`src/ric_pkg.sv`:
```
// shared constants and types of the rtc interrupt and capture control block
package ric_pkg;

  localparam int unsigned ADDR_W = 5;
  localparam int unsigned NUM_CH = 4;

  // register byte offsets
  localparam logic [4:0] OFF_SRC_CTL = 5'h00;
  localparam logic [4:0] OFF_CAP_CTL = 5'h04;
  localparam logic [4:0] OFF_SEC_STAT = 5'h08;
  localparam logic [4:0] OFF_CAP_STAT = 5'h0c;
  localparam logic [4:0] OFF_SNAP_BASE = 5'h10;

  // field positions in rtc_interrupt_source_control / rtc_secondary_status
  localparam int unsigned CNT_BIT = 0;
  localparam int unsigned TICK_BIT = 1;

  // capture channel numbers served, in slot order (pins 0..3)
  localparam int unsigned CH_NUM [NUM_CH] = '{0, 2, 3, 4};

  // reset values and the capture control write mask
  localparam logic [1:0] SRC_CTL_RESET = 2'h0;
  localparam logic [15:0] CAP_CTL_RESET = 16'h0000;
  localparam logic [15:0] CAP_CTL_WMASK = 16'hf7be;

  // capture_channel_control layout, bit 15 down to bit 0
  typedef struct packed {
    logic overwrite;
    logic ie4;
    logic ie3;
    logic ie2;
    logic rsv11;
    logic ie0;
    logic pol4;
    logic pol3;
    logic pol2;
    logic rsv6;
    logic pol0;
    logic en4;
    logic en3;
    logic en2;
    logic en0;
    logic rsv0;
  } ric_cap_ctl_type;

  // per-channel view, slot order {ch4, ch3, ch2, ch0}
  typedef struct packed {
    logic [NUM_CH-1:0] enable;
    logic [NUM_CH-1:0] rise_sel;
    logic [NUM_CH-1:0] irq_en;
  } ric_ch_cfg_type;

  typedef enum logic [1:0] {
    BUS_IDLE = 2'b01,
    BUS_ACK = 2'b10
  } ric_bus_state_type;

endpackage

```
`src/ric_capture_channel.sv`:
```
// one input capture channel: pin sync, edge select, snapshot hold policy
module ric_capture_channel (
  input wire logic clk_sys,
  input wire logic reset_n,
  input wire logic pin_async,
  input wire logic enable,
  input wire logic rise_sel,
  input wire logic overwrite_en,
  input wire logic snap_read,
  input wire logic [15:0] count_value,
  output logic event_pulse,
  output logic [15:0] snapshot,
  output logic unread
);

  typedef struct packed {
    logic sync1;
    logic sync2;
    logic prev;
    logic event_q;
    logic [15:0] snap;
    logic unread;
  } ric_chan_state_type;

  ric_chan_state_type s_q;
  ric_chan_state_type s_d;
  logic edge_seen;

  always_comb begin
    s_d = s_q;
    s_d.sync1 = pin_async;
    s_d.sync2 = s_q.sync1;
    s_d.prev = s_q.sync2;
    edge_seen = rise_sel ? (s_q.sync2 & ~s_q.prev) : (~s_q.sync2 & s_q.prev);
    s_d.event_q = enable & edge_seen;
    // a read in the same cycle counts as read, so the new capture lands
    if (snap_read) begin
      s_d.unread = 1'b0;
    end
    if (enable && edge_seen) begin
      if (overwrite_en || !s_q.unread || snap_read) begin
        s_d.snap = count_value;
        s_d.unread = 1'b1;
      end
    end
  end

  always_ff @(posedge clk_sys or negedge reset_n) begin
    if (!reset_n) begin
      s_q <= '0;
    end else begin
      s_q <= s_d;
    end
  end

  assign event_pulse = s_q.event_q;
  assign snapshot = s_q.snap;
  assign unread = s_q.unread;
endmodule

```
`src/ric_rtc_irq_capture.sv`:
```
// rtc interrupt source enables and capture channel control, avalon slave
module ric_rtc_irq_capture #(
  parameter bit EXTENDED = 1'b1
) (
  input wire logic clk_sys,
  input wire logic reset_n,
  input wire logic [ric_pkg::ADDR_W-1:0] avs_address,
  input wire logic avs_read,
  input wire logic avs_write,
  input wire logic [31:0] avs_writedata,
  input wire logic [3:0] avs_byteenable,
  output logic [31:0] avs_readdata,
  output logic avs_waitrequest,
  input wire logic count_event,
  input wire logic tick_event,
  input wire logic [15:0] count_value,
  input wire logic [ric_pkg::NUM_CH-1:0] ext_irq_pin,
  output logic irq_cpu,
  output logic irq_wakeup
);

  typedef struct packed {
    ric_pkg::ric_bus_state_type bus_state;
    logic waitreq;
    logic [31:0] rdata;
    logic [1:0] src_ctl;
    ric_pkg::ric_cap_ctl_type cap_ctl;
    logic [1:0] sec_stat;
    logic [ric_pkg::NUM_CH-1:0] cap_stat;
    logic irq_cpu;
    logic irq_wake;
  } ric_main_state_type;

  ric_main_state_type s_q;
  ric_main_state_type s_d;

  ric_pkg::ric_ch_cfg_type cfg;
  logic [ric_pkg::NUM_CH-1:0] cap_evt;
  logic [ric_pkg::NUM_CH-1:0] cap_unread;
  logic [ric_pkg::NUM_CH-1:0] snap_read;
  logic [15:0] snap [ric_pkg::NUM_CH];
  logic wr_done;
  logic [15:0] wr_val;
  logic [15:0] src_wr;

  // snapshot slot hit, used by the read mux and the read-side effect
  function automatic logic snap_hit(
    input logic [ric_pkg::ADDR_W-1:0] addr,
    input int unsigned slot
  );
    logic [ric_pkg::ADDR_W-1:0] want;
    want = ric_pkg::OFF_SNAP_BASE + ric_pkg::ADDR_W'(slot * 4);
    return addr == want;
  endfunction

  // byte-lane merge on the 16 implemented bits
  function automatic logic [15:0] merge16(
    input logic [15:0] old,
    input logic [31:0] wdata,
    input logic [3:0] be
  );
    logic [15:0] res;
    res = old;
    if (be[0]) begin
      res[7:0] = wdata[7:0];
    end
    if (be[1]) begin
      res[15:8] = wdata[15:8];
    end
    return res;
  endfunction

  // per-channel view of the control word, slot 3 is channel 4
  always_comb begin
    cfg.enable = {s_q.cap_ctl.en4, s_q.cap_ctl.en3,
                  s_q.cap_ctl.en2, s_q.cap_ctl.en0};
    cfg.rise_sel = {s_q.cap_ctl.pol4, s_q.cap_ctl.pol3,
                    s_q.cap_ctl.pol2, s_q.cap_ctl.pol0};
    cfg.irq_en = {s_q.cap_ctl.ie4, s_q.cap_ctl.ie3,
                  s_q.cap_ctl.ie2, s_q.cap_ctl.ie0};
  end

  // slot i serves channel CH_NUM[i] from pin i
  genvar gi;
  generate
    for (gi = 0; gi < ric_pkg::NUM_CH; gi++) begin : g_ch
      assign snap_read[gi] = (s_q.bus_state == ric_pkg::BUS_IDLE) &&
                             avs_read && snap_hit(avs_address, gi);
      ric_capture_channel u_chan (
        .clk_sys(clk_sys),
        .reset_n(reset_n),
        .pin_async(ext_irq_pin[gi]),
        .enable(cfg.enable[gi]),
        .rise_sel(cfg.rise_sel[gi]),
        .overwrite_en(s_q.cap_ctl.overwrite),
        .snap_read(snap_read[gi]),
        .count_value(count_value),
        .event_pulse(cap_evt[gi]),
        .snapshot(snap[gi]),
        .unread(cap_unread[gi])
      );
    end
  endgenerate

  assign wr_done = (s_q.bus_state == ric_pkg::BUS_ACK) && avs_write;
  assign wr_val = merge16(16'h0000, avs_writedata, avs_byteenable);
  assign src_wr = merge16({14'h0000, s_q.src_ctl}, avs_writedata,
                          avs_byteenable);

  always_comb begin
    s_d = s_q;
    // bus handshake: take in idle, answer one cycle later, then release
    case (s_q.bus_state)
      ric_pkg::BUS_IDLE: begin
        if (avs_read || avs_write) begin
          s_d.bus_state = ric_pkg::BUS_ACK;
          s_d.waitreq = 1'b0;
          s_d.rdata = 32'h0000_0000;
          if (avs_read) begin
            case (avs_address)
              ric_pkg::OFF_SRC_CTL: begin
                s_d.rdata[1:0] = EXTENDED ? s_q.src_ctl : 2'h0;
              end
              ric_pkg::OFF_CAP_CTL: begin
                s_d.rdata[15:0] = EXTENDED ? 16'(s_q.cap_ctl) :
                                  ric_pkg::CAP_CTL_RESET;
              end
              ric_pkg::OFF_SEC_STAT: begin
                s_d.rdata[1:0] = s_q.sec_stat;
              end
              ric_pkg::OFF_CAP_STAT: begin
                for (int i = 0; i < ric_pkg::NUM_CH; i++) begin
                  s_d.rdata[ric_pkg::CH_NUM[i]] = s_q.cap_stat[i];
                  s_d.rdata[8 + ric_pkg::CH_NUM[i]] = cap_unread[i];
                end
              end
              default: begin
                for (int i = 0; i < ric_pkg::NUM_CH; i++) begin
                  if (snap_hit(avs_address, i)) begin
                    s_d.rdata[15:0] = snap[i];
                  end
                end
              end
            endcase
          end
        end
      end
      ric_pkg::BUS_ACK: begin
        s_d.bus_state = ric_pkg::BUS_IDLE;
        s_d.waitreq = 1'b1;
      end
      default: begin
        s_d.bus_state = ric_pkg::BUS_IDLE;
        s_d.waitreq = 1'b1;
      end
    endcase

    // writes land at the edge where waitrequest is seen low
    if (wr_done && EXTENDED) begin
      if (avs_address == ric_pkg::OFF_SRC_CTL) begin
        s_d.src_ctl = src_wr[1:0];
      end
      if (avs_address == ric_pkg::OFF_CAP_CTL) begin
        s_d.cap_ctl = merge16(16'(s_q.cap_ctl), avs_writedata,
                              avs_byteenable) & ric_pkg::CAP_CTL_WMASK;
      end
    end

    // sticky flags: write one to clear, a same-cycle event wins
    if (wr_done && avs_address == ric_pkg::OFF_SEC_STAT) begin
      s_d.sec_stat = s_q.sec_stat & ~wr_val[1:0];
    end
    if (wr_done && avs_address == ric_pkg::OFF_CAP_STAT) begin
      for (int i = 0; i < ric_pkg::NUM_CH; i++) begin
        if (wr_val[ric_pkg::CH_NUM[i]]) begin
          s_d.cap_stat[i] = 1'b0;
        end
      end
    end
    s_d.sec_stat[ric_pkg::CNT_BIT] = s_d.sec_stat[ric_pkg::CNT_BIT] |
                                     count_event;
    s_d.sec_stat[ric_pkg::TICK_BIT] = s_d.sec_stat[ric_pkg::TICK_BIT] |
                                      tick_event;
    s_d.cap_stat = s_d.cap_stat | cap_evt;

    // capture flags feed both lines; count and tick only the cpu line
    // next-state enables are used so a write-enable acts on the same edge
    s_d.irq_wake = |(s_d.cap_stat & {s_d.cap_ctl.ie4, s_d.cap_ctl.ie3,
                                     s_d.cap_ctl.ie2, s_d.cap_ctl.ie0});
    s_d.irq_cpu = (|(s_d.sec_stat & s_d.src_ctl)) | s_d.irq_wake;
  end

  always_ff @(posedge clk_sys or negedge reset_n) begin
    if (!reset_n) begin
      s_q <= '{bus_state: ric_pkg::BUS_IDLE,
               waitreq: 1'b1,
               rdata: 32'h0000_0000,
               src_ctl: ric_pkg::SRC_CTL_RESET,
               cap_ctl: ric_pkg::CAP_CTL_RESET,
               sec_stat: 2'h0,
               cap_stat: '0,
               irq_cpu: 1'b0,
               irq_wake: 1'b0};
    end else begin
      s_q <= s_d;
    end
  end

  assign avs_readdata = s_q.rdata;
  assign avs_waitrequest = s_q.waitreq;
  assign irq_cpu = s_q.irq_cpu;
  assign irq_wakeup = s_q.irq_wake;
endmodule

```
`config.mk`:
```
export PLATFORM = sky130hd
export DESIGN_NAME = ric_rtc_irq_capture
export DESIGN_NICKNAME = d
export VERILOG_FILES = /design/src/ric_pkg.sv /design/src/ric_capture_channel.sv /design/src/ric_rtc_irq_capture.sv
export SDC_FILE = /design/constraint.sdc
export NUM_CORES = 1
export LEC_CHECK = 0
export ABC_AREA = 1
export BUFFER_PORTS_ARGS = -buffer_cell sky130_fd_sc_hd__buf_2
export CAP_MARGIN = 0
export CORE_MARGIN = 10
export CORE_UTILIZATION = 40
export DETAILED_ROUTE_END_ITERATION = 7
export PLACE_DENSITY = 0.63
export SYNTH_ARGS = -nofsm -noshare
export SYNTH_HDL_FRONTEND = slang
export SYNTH_SLANG_ARGS = --single-unit
```
`constraint.sdc`:
```
create_clock -name clk_sys -period 2.1 [get_ports clk_sys]
set_clock_uncertainty 0.05 [all_clocks]
set_input_delay 0 -clock clk_sys [delete_from_list [all_inputs] [get_ports clk_sys]]
set_output_delay 0 -clock clk_sys [all_outputs]
set_load 0.03 [all_outputs]
```
==> results of run 1 <==
[power by group through the flow]
stage                     Sequential [mW]  Clock, mW  Combinational [mW]
after floorplan                      3.07          0               0.908
after global placement               3.07          0                1.18
after detailed placement             3.09          0                1.22
after CTS                            3.05       2.92                1.30
after global routing                 3.11       3.01                1.47
final                                3.06       2.86                1.31
[per-layer routing]
metal	track usage	up-vias
li1	-	2322
met5	0	-
met2	0.246	158
met1	0.202	2278
met4	0.0783	0
met3	0.0473	38
[final cells by class]
type | instances | area share
Sequential cell | 125 | 0.435
Multi-Input combinational cell | 436 | 0.292
Timing Repair Buffer | 128 | 0.130
Clock buffer | 18 | 0.0611
Tap cell | 180 | 0.0313
Inverter | 57 | 0.0301
Clock inverter | 14 | 0.0200
[flip-flops by register name, summed over array words and instances, names as in the netlist, 4 cells and up]
| signal | count |
|---|---|
| s_q | 11 |
| g_ch.u_chan.s_d | 8 |
| cfg | 12 |
| avs_readdata | 16 |
| g_ch.u_chan.s_q | 4 |
| g_ch.u_chan.snapshot | 64 |
| g_ch.u_chan.event_pulse | 4 |
| g_ch.u_chan.unread | 4 |
[through the flow]
stage / power (mW) / cells / setup WS [ns] / area, µm²
after floorplan: 3.97 / 672 / 0.380 / 5820
after global routing: 7.59 / 958 / 0.00435 / 7190
after global placement: 4.26 / 880 / 0.181 / 6150
after detailed placement: 4.31 / 880 / 0.131 / 6150
final: 7.24 / 958 / 0.153 / 7190
after CTS: 7.27 / 955 / 0.0821 / 7160
[path summary, 6_finish.rpt]
check / startpoint / end / slack [ns] / cells after the start
max: s_q[60] / irq_cpu / 0.15 / 11
min: avs_address[0] / avs_readdata[6] / 0.03 / 6
max reg2reg: s_q[60] / irq_cpu / 0.15 / 11
min reg2reg: g_ch[1].u_chan.s_d[19] / g_ch[1].u_chan.s_d[18] / 0.29 / 0
max in group asynchronous: reset_n / s_q[59] / 1.14 / 3
min in group asynchronous: reset_n / g_ch[2].u_chan.s_d[19] / 0.07 / 2
[logic make-up (layout without fill, tap and decap cells)]
kind of cell,after synthesis,count (layout),synth area share
and+or+nand+nor,281,281,0.218
AOI/OAI and AO/OA,136,136,0.129
DFF,125,125,0.543
buffers and inverters,111,217,0.103
muxes,3,3,0.00586
other,1,16,0.000651
[cell usage after synthesis (5+ instances only)]
cell and count:
inv_1 52, inv_2 5, buf_2 14, nand4_1 20, nand3_1 16, nand2_1 199, o21ai_0 53, o21ai_2 10
buf_4 34, o21ai_1 24, nor2_1 18, nand3b_1 6, a21oi_1 37, dfrtp_1 124, a31oi_1 6
[worst min-delay path, delay by kind of cell]
family	cells	cell delay [ns]
buf+inv	1	0.12
simple gates	5	0.34
[repair_timing]
| action | 4_1_cts | 5_1_grt |
|---|---|---|
| setup endpoints to repair | 0 | 18 |
| gates resized for setup | 0 | 2 |
| hold endpoints to repair | 137 | 0 |
| setup buffers | 0 | 3 |
| hold buffers | 43 | 0 |
==> results.toml, run 1 <==
[finish]
postLayoutCoreUtil = 0.514
seq_area_um2 = 3130
final_layout_size_suffix_gt1_frac = 0.199
diodes = 0
nNetsFinal = 832
areaGrowthSynthToFinish_pct = 24.7
layout_commonest_cell = "nand2_1"
multi_input_area_um2 = 2100
final_cell_mix = "nand2_1, dfrtp_1, buf_2"
nFillCells = 1303

[hold_path]
hold_class = "input port to flop"

[power]
cellInternalPower_mw = 5.07
seqPwrFrac = 0.423
switching_share = 0.299
ir_worst_vdd_v = 0.000548
combPwrFrac = 0.181
clkPwrFrac = 0.396
cellLeakagePower_nw = 3.57
p_switching_mw = 2.17
pwr_density_cell_nw_per_um2 = 1010

[synth]
ys.flop_type = "dfrtp_1"
ys_warn_count = 0
ys_types = 33
syn_area_per_cell_um2 = 8.77
postSynth.asyncResetShare = 1.00
yosysTopAreaCellShare = 0.539
ys_ff_latch = 125
synth_edf_count = 0
synth_cells = 657
synth_area_leaders = "dfrtp_1, nand2_1, o21ai_0"
synth_seq_area_share = 0.543
synth_area_um2 = 5760
synth_top_area_cell = "dfrtp_1"

[cts]
ctsLongestPathBuffers = 2
clock_tree.root_cell = "clkbuf_16"
cts.sinks = 125
clk_pin_slew_ns = 0.06
tritoncts.num_buffers = 17
insertion_delay_ns = 0.42
cts_max_level = 4
cts_tree = "done"

[detailed_routing]
top_layer = "met4"
avgViaCountPerCell = 5.01
drt-initial-drc-count = 378
drc = 0
met2WireLength_mm = 6.91
drtPass1Iterations = 5
wl_met1_mm = 6.85
antenna_left = 0
wl_met3_mm = 1.03
routed_wl_mm = 15.2
vias = 4796
wire_per_inst_um = 15.9

[timing]
hold_violations = 0
max-slew-margin-rel = 0.604
setup_viol = 0
grt_setup_unrepaired = "no"
whs_ns = 0.0332
worst_pin_slew_ns = 0.594
fin_crit_sh = 0.927
fmax_mhz = 514
min_period_ns = 1.95
tns_ns = 0
slew_viol_final = 0

[worst_setup_path]
critical_path.max_stage_delay_ns = 0.56
worst_setup_path_start_kind = "flop"
cp_max_fo = 4
critical_path.cell_chain = "nand2_1 > nor2_4 > inv_1 > nor2_1 > nand3_1 > dlygate4sd3_1 > nand2_1 > nand2_1 > nand2_1 > inv_1 > nand2_1"
cp_slowest_cell = "dlygate4sd3_1"
critPathRequiredTime_ns = 2.41
critPathKind = "flop to flop"
cp_common_cell = "nand2_1"
arrival_ns = 2.26
crit_family = "simple AND/OR/NAND/NOR gates"
crit_buf_inv = 3
end_kind = "flop"

[global_routing]
grt_max_degree = 66
grt_pass1_vias = 4962
antenna_found_initial = 0
grt_pass1_wl_mm = 25.4
grt_usage = 0.160
grt-ovfl-total = 0

[floorplan]
die_w_um = 140
core_area_um2 = 14000
rows = 43
io-pin-count = 102
initial_core_util = 0.412
fp.dieH_um = 140
die_area_um2 = 19600

[outcome]
status = "finished, final reports clean"

[job]
cap_violations = 0

[placed_design]
finalWeightedCongestion = 0.866
port-buffer-count = 65
place_hpwl_mm = 10.4
Power figures use the tool's default switching activity.
==> inputs of run 2 (changes only) <==
PLACE_DENSITY = default   (was 0.63)
PLACE_DENSITY_LB_ADDON = 0.08   (was default)
==> run 2 against run 1 <==
Effect of this change:
- maximum frequency increased by 3.4%
- highest routed layer unchanged
- largest cell class unchanged
- worst hold slack got worse by 0.0046 ns
- flip-flop and latch count unchanged
- non-clock buffer count increased by 5
- critical endpoint is now avs_readdata[13]
- register-to-register slack improved by 0.06 ns
- clock-buffer cell count increased by 1
==> results.toml, run 2 (synthesized netlist as in run 1, its figures left out) <==
[outcome]
status = "finished, final reports clean"

[cts]
ctsLongestPathBuffers = 2
clock_tree.root_cell = "clkbuf_16"
insertion_delay_ns = 0.42
cts_tree = "done"
clk_pin_slew_ns = 0.05
cts_max_level = 4
cts.sinks = 125
tritoncts.num_buffers = 17
cts_setup_buffers = 0

[detailed_routing]
drt-initial-drc-count = 337
wire_per_inst_um = 15.7
drtPass1Iterations = 5
drc = 0
routed_wl_mm = 15.1
met2WireLength_mm = 7.02
vias = 4651
top_layer = "met4"
wl_met1_mm = 7.18
avgViaCountPerCell = 4.83
wl_met3_um = 689
antenna_left = 0

[power]
combPwrFrac = 0.177
cellLeakagePower_nw = 3.60
pwr_density_cell_nw_per_um2 = 1020
clkPwrFrac = 0.408
p_switching_mw = 2.17
cellInternalPower_mw = 5.20
switching_share = 0.294
ir_worst_vdd_v = 0.000606
seqPwrFrac = 0.415

[placed_design]
place_hpwl_mm = 10.7
finalWeightedCongestion = 0.841
port-buffer-count = 65

[floorplan]
rows = 43
fp.dieH_um = 140
initial_core_util = 0.412
die_w_um = 140
core_area_um2 = 14000
die_area_um2 = 19600
io-pin-count = 102

[global_routing]
grt_usage = 0.159
antenna_found_initial = 0
grt_pass1_vias = 4805
grt_max_degree = 47
grt-ovfl-total = 0
grt_pass1_wl_mm = 25.0

[timing]
setup_viol = 0
fin_crit_sh = 0.896
worst_pin_slew_ns = 0.637
hold_violations = 0
grt_setup_unrepaired = "no"
fmax_mhz = 531
tns_ns = 0
min_period_ns = 1.88
slew_viol_final = 0
max-slew-margin-rel = 0.575

[finish]
largest_register_ffs = 64
layout_commonest_cell = "nand2_1"
nFillCells = 1325
final_layout_size_suffix_gt1_frac = 0.203
diodes = 0
postLayoutCoreUtil = 0.518
final_cell_mix = "nand2_1, dfrtp_1, buf_2"
areaGrowthSynthToFinish_pct = 25.8
nNetsFinal = 837

[hold_path]
hold_class = "input port to flop"

[worst_setup_path]
critPathRequiredTime_ns = 2.35
crit_family = "buffers and inverters"
end_kind = "flop"
cp_max_fo = 18
crit_buf_inv = 3
critical_path.max_stage_delay_ns = 0.56
worst_setup_path_start_kind = "flop"
cp_slowest_cell = "dfstp_2"
critPathKind = "flop to flop"
arrival_ns = 2.13
critical_path.cell_chain = "inv_1 > nor2_1 > o21ai_1 > dlygate4sd3_1 > buf_4 > nand2_1 > nand2_1"
cp_common_cell = "nand2_1"

[job]
cap_violations = 0
run 2: changes by cell type in the layout (fill, tap and decap cells not counted):
cell       delta
bufinv_16     +1
clkbuf_1      +1
inv_6         +2
buf_4         +5
clkinv_4      -2
clkinv_2      -2
run 2: repair_timing:
item                                   4_1_cts  5_1_grt
resized for setup                            0        2
endpoints found under the hold margin      135        0
setup endpoints to repair                    0        9
hold buffers                                43        0
run 2: worst paths after layout:
| check | slack [ns] | to | start | cells after the start |
|---|---|---|---|---|
| worst max-delay path | 0.22 | avs_readdata[13] | s_q[59] | 7 |
| worst min-delay path | 0.03 | avs_readdata[1] | avs_read | 5 |
| worst max register to register | 0.22 | avs_readdata[13] | s_q[59] | 7 |
| worst min register to register | 0.30 | g_ch[0].u_chan.s_d[18] | g_ch[0].u_chan.s_d[19] | 0 |
| max in group asynchronous | 1.16 | cfg[2] | reset_n | 3 |
| min in group asynchronous | 0.10 | s_q[24] | reset_n | 2 |
run 2: worst min-delay path: stages:
cell,delay [ns]
buf_2,0.11
nand2_2,0.14
inv_4,0.08
nand3_1,0.08
nand2_1,0.05
run 2: stage by stage:
step	power, mW	cells	instance area, µm²	setup slack (ns)	hold slack [ns]
5_1_grt	7.76	963	7250	0.0373	0.0519
6_report	7.37	963	7250	0.217	0.0285
2_1_floorplan	3.97	672	5820	0.380	-0.346
3_5_place_dp	4.33	888	6210	0.204	0.0113
4_1_cts	7.44	963	7240	0.149	0.0241
3_3_place_gp	4.30	888	6210	0.229	0.00749
run 2: power by group through the flow:
| stage | Sequential (mW) | Combinational (mW) | Clock [mW] |
|---|---|---|---|
| floorplan | 3.07 | 0.908 | 0 |
| global placement | 3.08 | 1.22 | 0 |
| detailed placement | 3.09 | 1.24 | 0 |
| CTS | 3.05 | 1.32 | 3.07 |
| global route | 3.11 | 1.47 | 3.18 |
| finish | 3.05 | 1.31 | 3.01 |
run 2: area by class of cell:
cell class,count,area (µm²),area share
multi-input combinational,436,2100,0.290
sequential,125,3130,0.432
tap,180,225,0.0311
timing repair buffer,133,971,0.134
clock buffer,19,443,0.0611
inverter,57,216,0.0299
clock inverter,13,164,0.0226
run 2: layer usage:
layer | track usage | vias up
met3 | 0.0470 | 17
met2 | 0.248 | 98
li1 | - | 2327
met4 | 0.0457 | 0
met1 | 0.210 | 2209
met5 | 0 | -
==> inputs of run 3 (changes only) <==
BUFFER_PORTS_ARGS = -buffer_cell sky130_fd_sc_hd__buf_4   (was -buffer_cell sky130_fd_sc_hd__buf_2)
==> run 3 against run 2 <==
Effect of this change:
- global-route usage is essentially flat
- flip-flop and latch count is the same
- core utilization grew 1.1 points
- via count grew 0.82%
- largest power group is now clock
- die area is the same
- clock-buffer cell count is the same
- design area grew 2.2%
- first-iteration DRC count shrank 1.2%
- worst setup slack lost 0.025 ns
==> results.toml, run 3 (synthesized netlist as in run 1, its figures left out) <==
[outcome]
status = "finished, final reports clean"

[timing]
max-slew-margin-rel = 0.598
fin_ws_ns = 0.193
fin_crit_sh = 0.908
fmax_mhz = 524
slew_viol_final = 0
whs_ns = 0.0492
tns_ns = 0
hold_violations = 0
grt_setup_unrepaired = "no"
setup_viol = 0
worst_pin_slew_ns = 0.604
min_period_ns = 1.91

[worst_setup_path]
critical_path.cell_chain = "inv_1 > nor2_1 > o21ai_1 > dlygate4sd3_1 > buf_4 > nand2_1 > nand2_1"
cp_common_cell = "nand2_1"
critPathKind = "flop to flop"
critPathRequiredTime_ns = 2.34
end_kind = "flop"
worst_setup_path_start_kind = "flop"
cp_max_fo = 18
arrival_ns = 2.15
rr_worst_depth = 7
critical_path.max_stage_delay_ns = 0.56
cp_slowest_cell = "dfstp_2"

[finish]
areaGrowthSynthToFinish_pct = 28.6
diodes = 0
largest_register_ffs = 64
layout_commonest_cell = "nand2_1"
nNetsFinal = 832
nFillCells = 1338
final_layout_size_suffix_gt1_frac = 0.198
final_cell_mix = "nand2_1, dfrtp_1, buf_4"

[global_routing]
grt_pass1_wl_mm = 25.0
grt-ovfl-total = 0
grt_usage = 0.160
antenna_found_initial = 0
grt_max_degree = 56
grt_pass1_vias = 4832

[floorplan]
die_area_um2 = 19600
initial_core_util = 0.412
io-pin-count = 102
core_area_um2 = 14000
fp.dieH_um = 140
rows = 43
die_w_um = 140

[cts]
clk_pin_slew_ns = 0.05
ctsLongestPathBuffers = 2
cts_setup_buffers = 0
cts_tree = "done"
cts_max_level = 4
clock_tree.root_cell = "clkbuf_16"
tritoncts.num_buffers = 17
insertion_delay_ns = 0.42
cts.sinks = 125

[job]
cap_violations = 0

[hold_path]
whs_path_depth = 6
hold_class = "input port to flop"

[power]
switching_share = 0.286
clkPwrFrac = 0.411
cellLeakagePower_nw = 3.64
ir_worst_vdd_v = 0.000571
pwr_density_cell_nw_per_um2 = 1020
p_switching_mw = 2.16
cellInternalPower_mw = 5.39
combPwrFrac = 0.184
seqPwrFrac = 0.405

[detailed_routing]
antenna_left = 0
avgViaCountPerCell = 4.89
drt-initial-drc-count = 333
drc = 0
wire_per_inst_um = 16.1
drtPass1Iterations = 5
vias = 4689
routed_wl_mm = 15.4

[placed_design]
port-buffer-count = 65
finalWeightedCongestion = 0.852
place_ws_ns = 0.113
place_hpwl_mm = 10.6
## run 3: power groups by stage
stage | registers (mW) | clock network (mW) | logic, mW
4_1_cts | 3.06 | 3.17 | 1.39
2_1_floorplan | 3.07 | 0 | 0.908
3_3_place_gp | 3.08 | 0 | 1.28
5_1_grt | 3.11 | 3.28 | 1.55
6_report | 3.06 | 3.11 | 1.39
3_5_place_dp | 3.10 | 0 | 1.31
## run 3: layout make-up
| type | count | area, µm² | area share |
|---|---|---|---|
| flip-flops and latches | 125 | 3130 | 0.422 |
| clock buffers | 19 | 443 | 0.0598 |
| clock inverters | 13 | 189 | 0.0255 |
| repair buffers | 128 | 1110 | 0.149 |
| inverters | 57 | 216 | 0.0292 |
| multi-input cells | 436 | 2100 | 0.283 |
| well taps | 180 | 225 | 0.0304 |
## run 3: critical path, delay by kind of cell (launching register included)
| kind | cells | cell delay (ns) |
|---|---|---|
| compound gates | 1 | 0.08 |
| buf+inv | 3 | 0.81 |
| flops | 1 | 0.56 |
| simple gates | 3 | 0.28 |
## run 3: worst paths after layout
kind	from	to	slack (ns)
setup reg to reg	s_q[59]	avs_readdata[7]	0.19
hold / removal	avs_address[2]	avs_readdata[1]	0.05
max in group asynchronous	reset_n	g_ch[3].u_chan.snapshot[3]	1.14
setup / recovery	s_q[59]	avs_readdata[7]	0.19
hold reg to reg	g_ch[0].u_chan.s_d[19]	g_ch[0].u_chan.s_d[18]	0.30
min in group asynchronous	reset_n	irq_wakeup	0.08
## run 3: per-stage QoR
step | power (mW) | utilization | cell area (µm²) | cells
after floorplan | 3.97 | - | 5820 | 672
after global placement | 4.36 | 0.453 | 6340 | 883
after detailed placement | 4.41 | 0.453 | 6340 | 883
after CTS | 7.62 | 0.529 | 7400 | 958
after global routing | 7.94 | 0.530 | 7410 | 958
final | 7.55 | 0.530 | 7410 | 958
## run 3: what timing repair did
| item | 4_1_cts | 5_1_grt |
|---|---|---|
| setup endpoints to repair | 0 | 20 |
| endpoints found under the hold margin | 135 | 0 |
| gates resized for setup | 0 | 2 |
| hold buffers | 43 | 0 |
## run 3: layer usage
layer | global-route usage | routed length, µm
met5 | 0 | 0
met4 | 0.0516 | 180
met3 | 0.0453 | 804
met2 | 0.251 | 7240
met1 | 0.207 | 7210
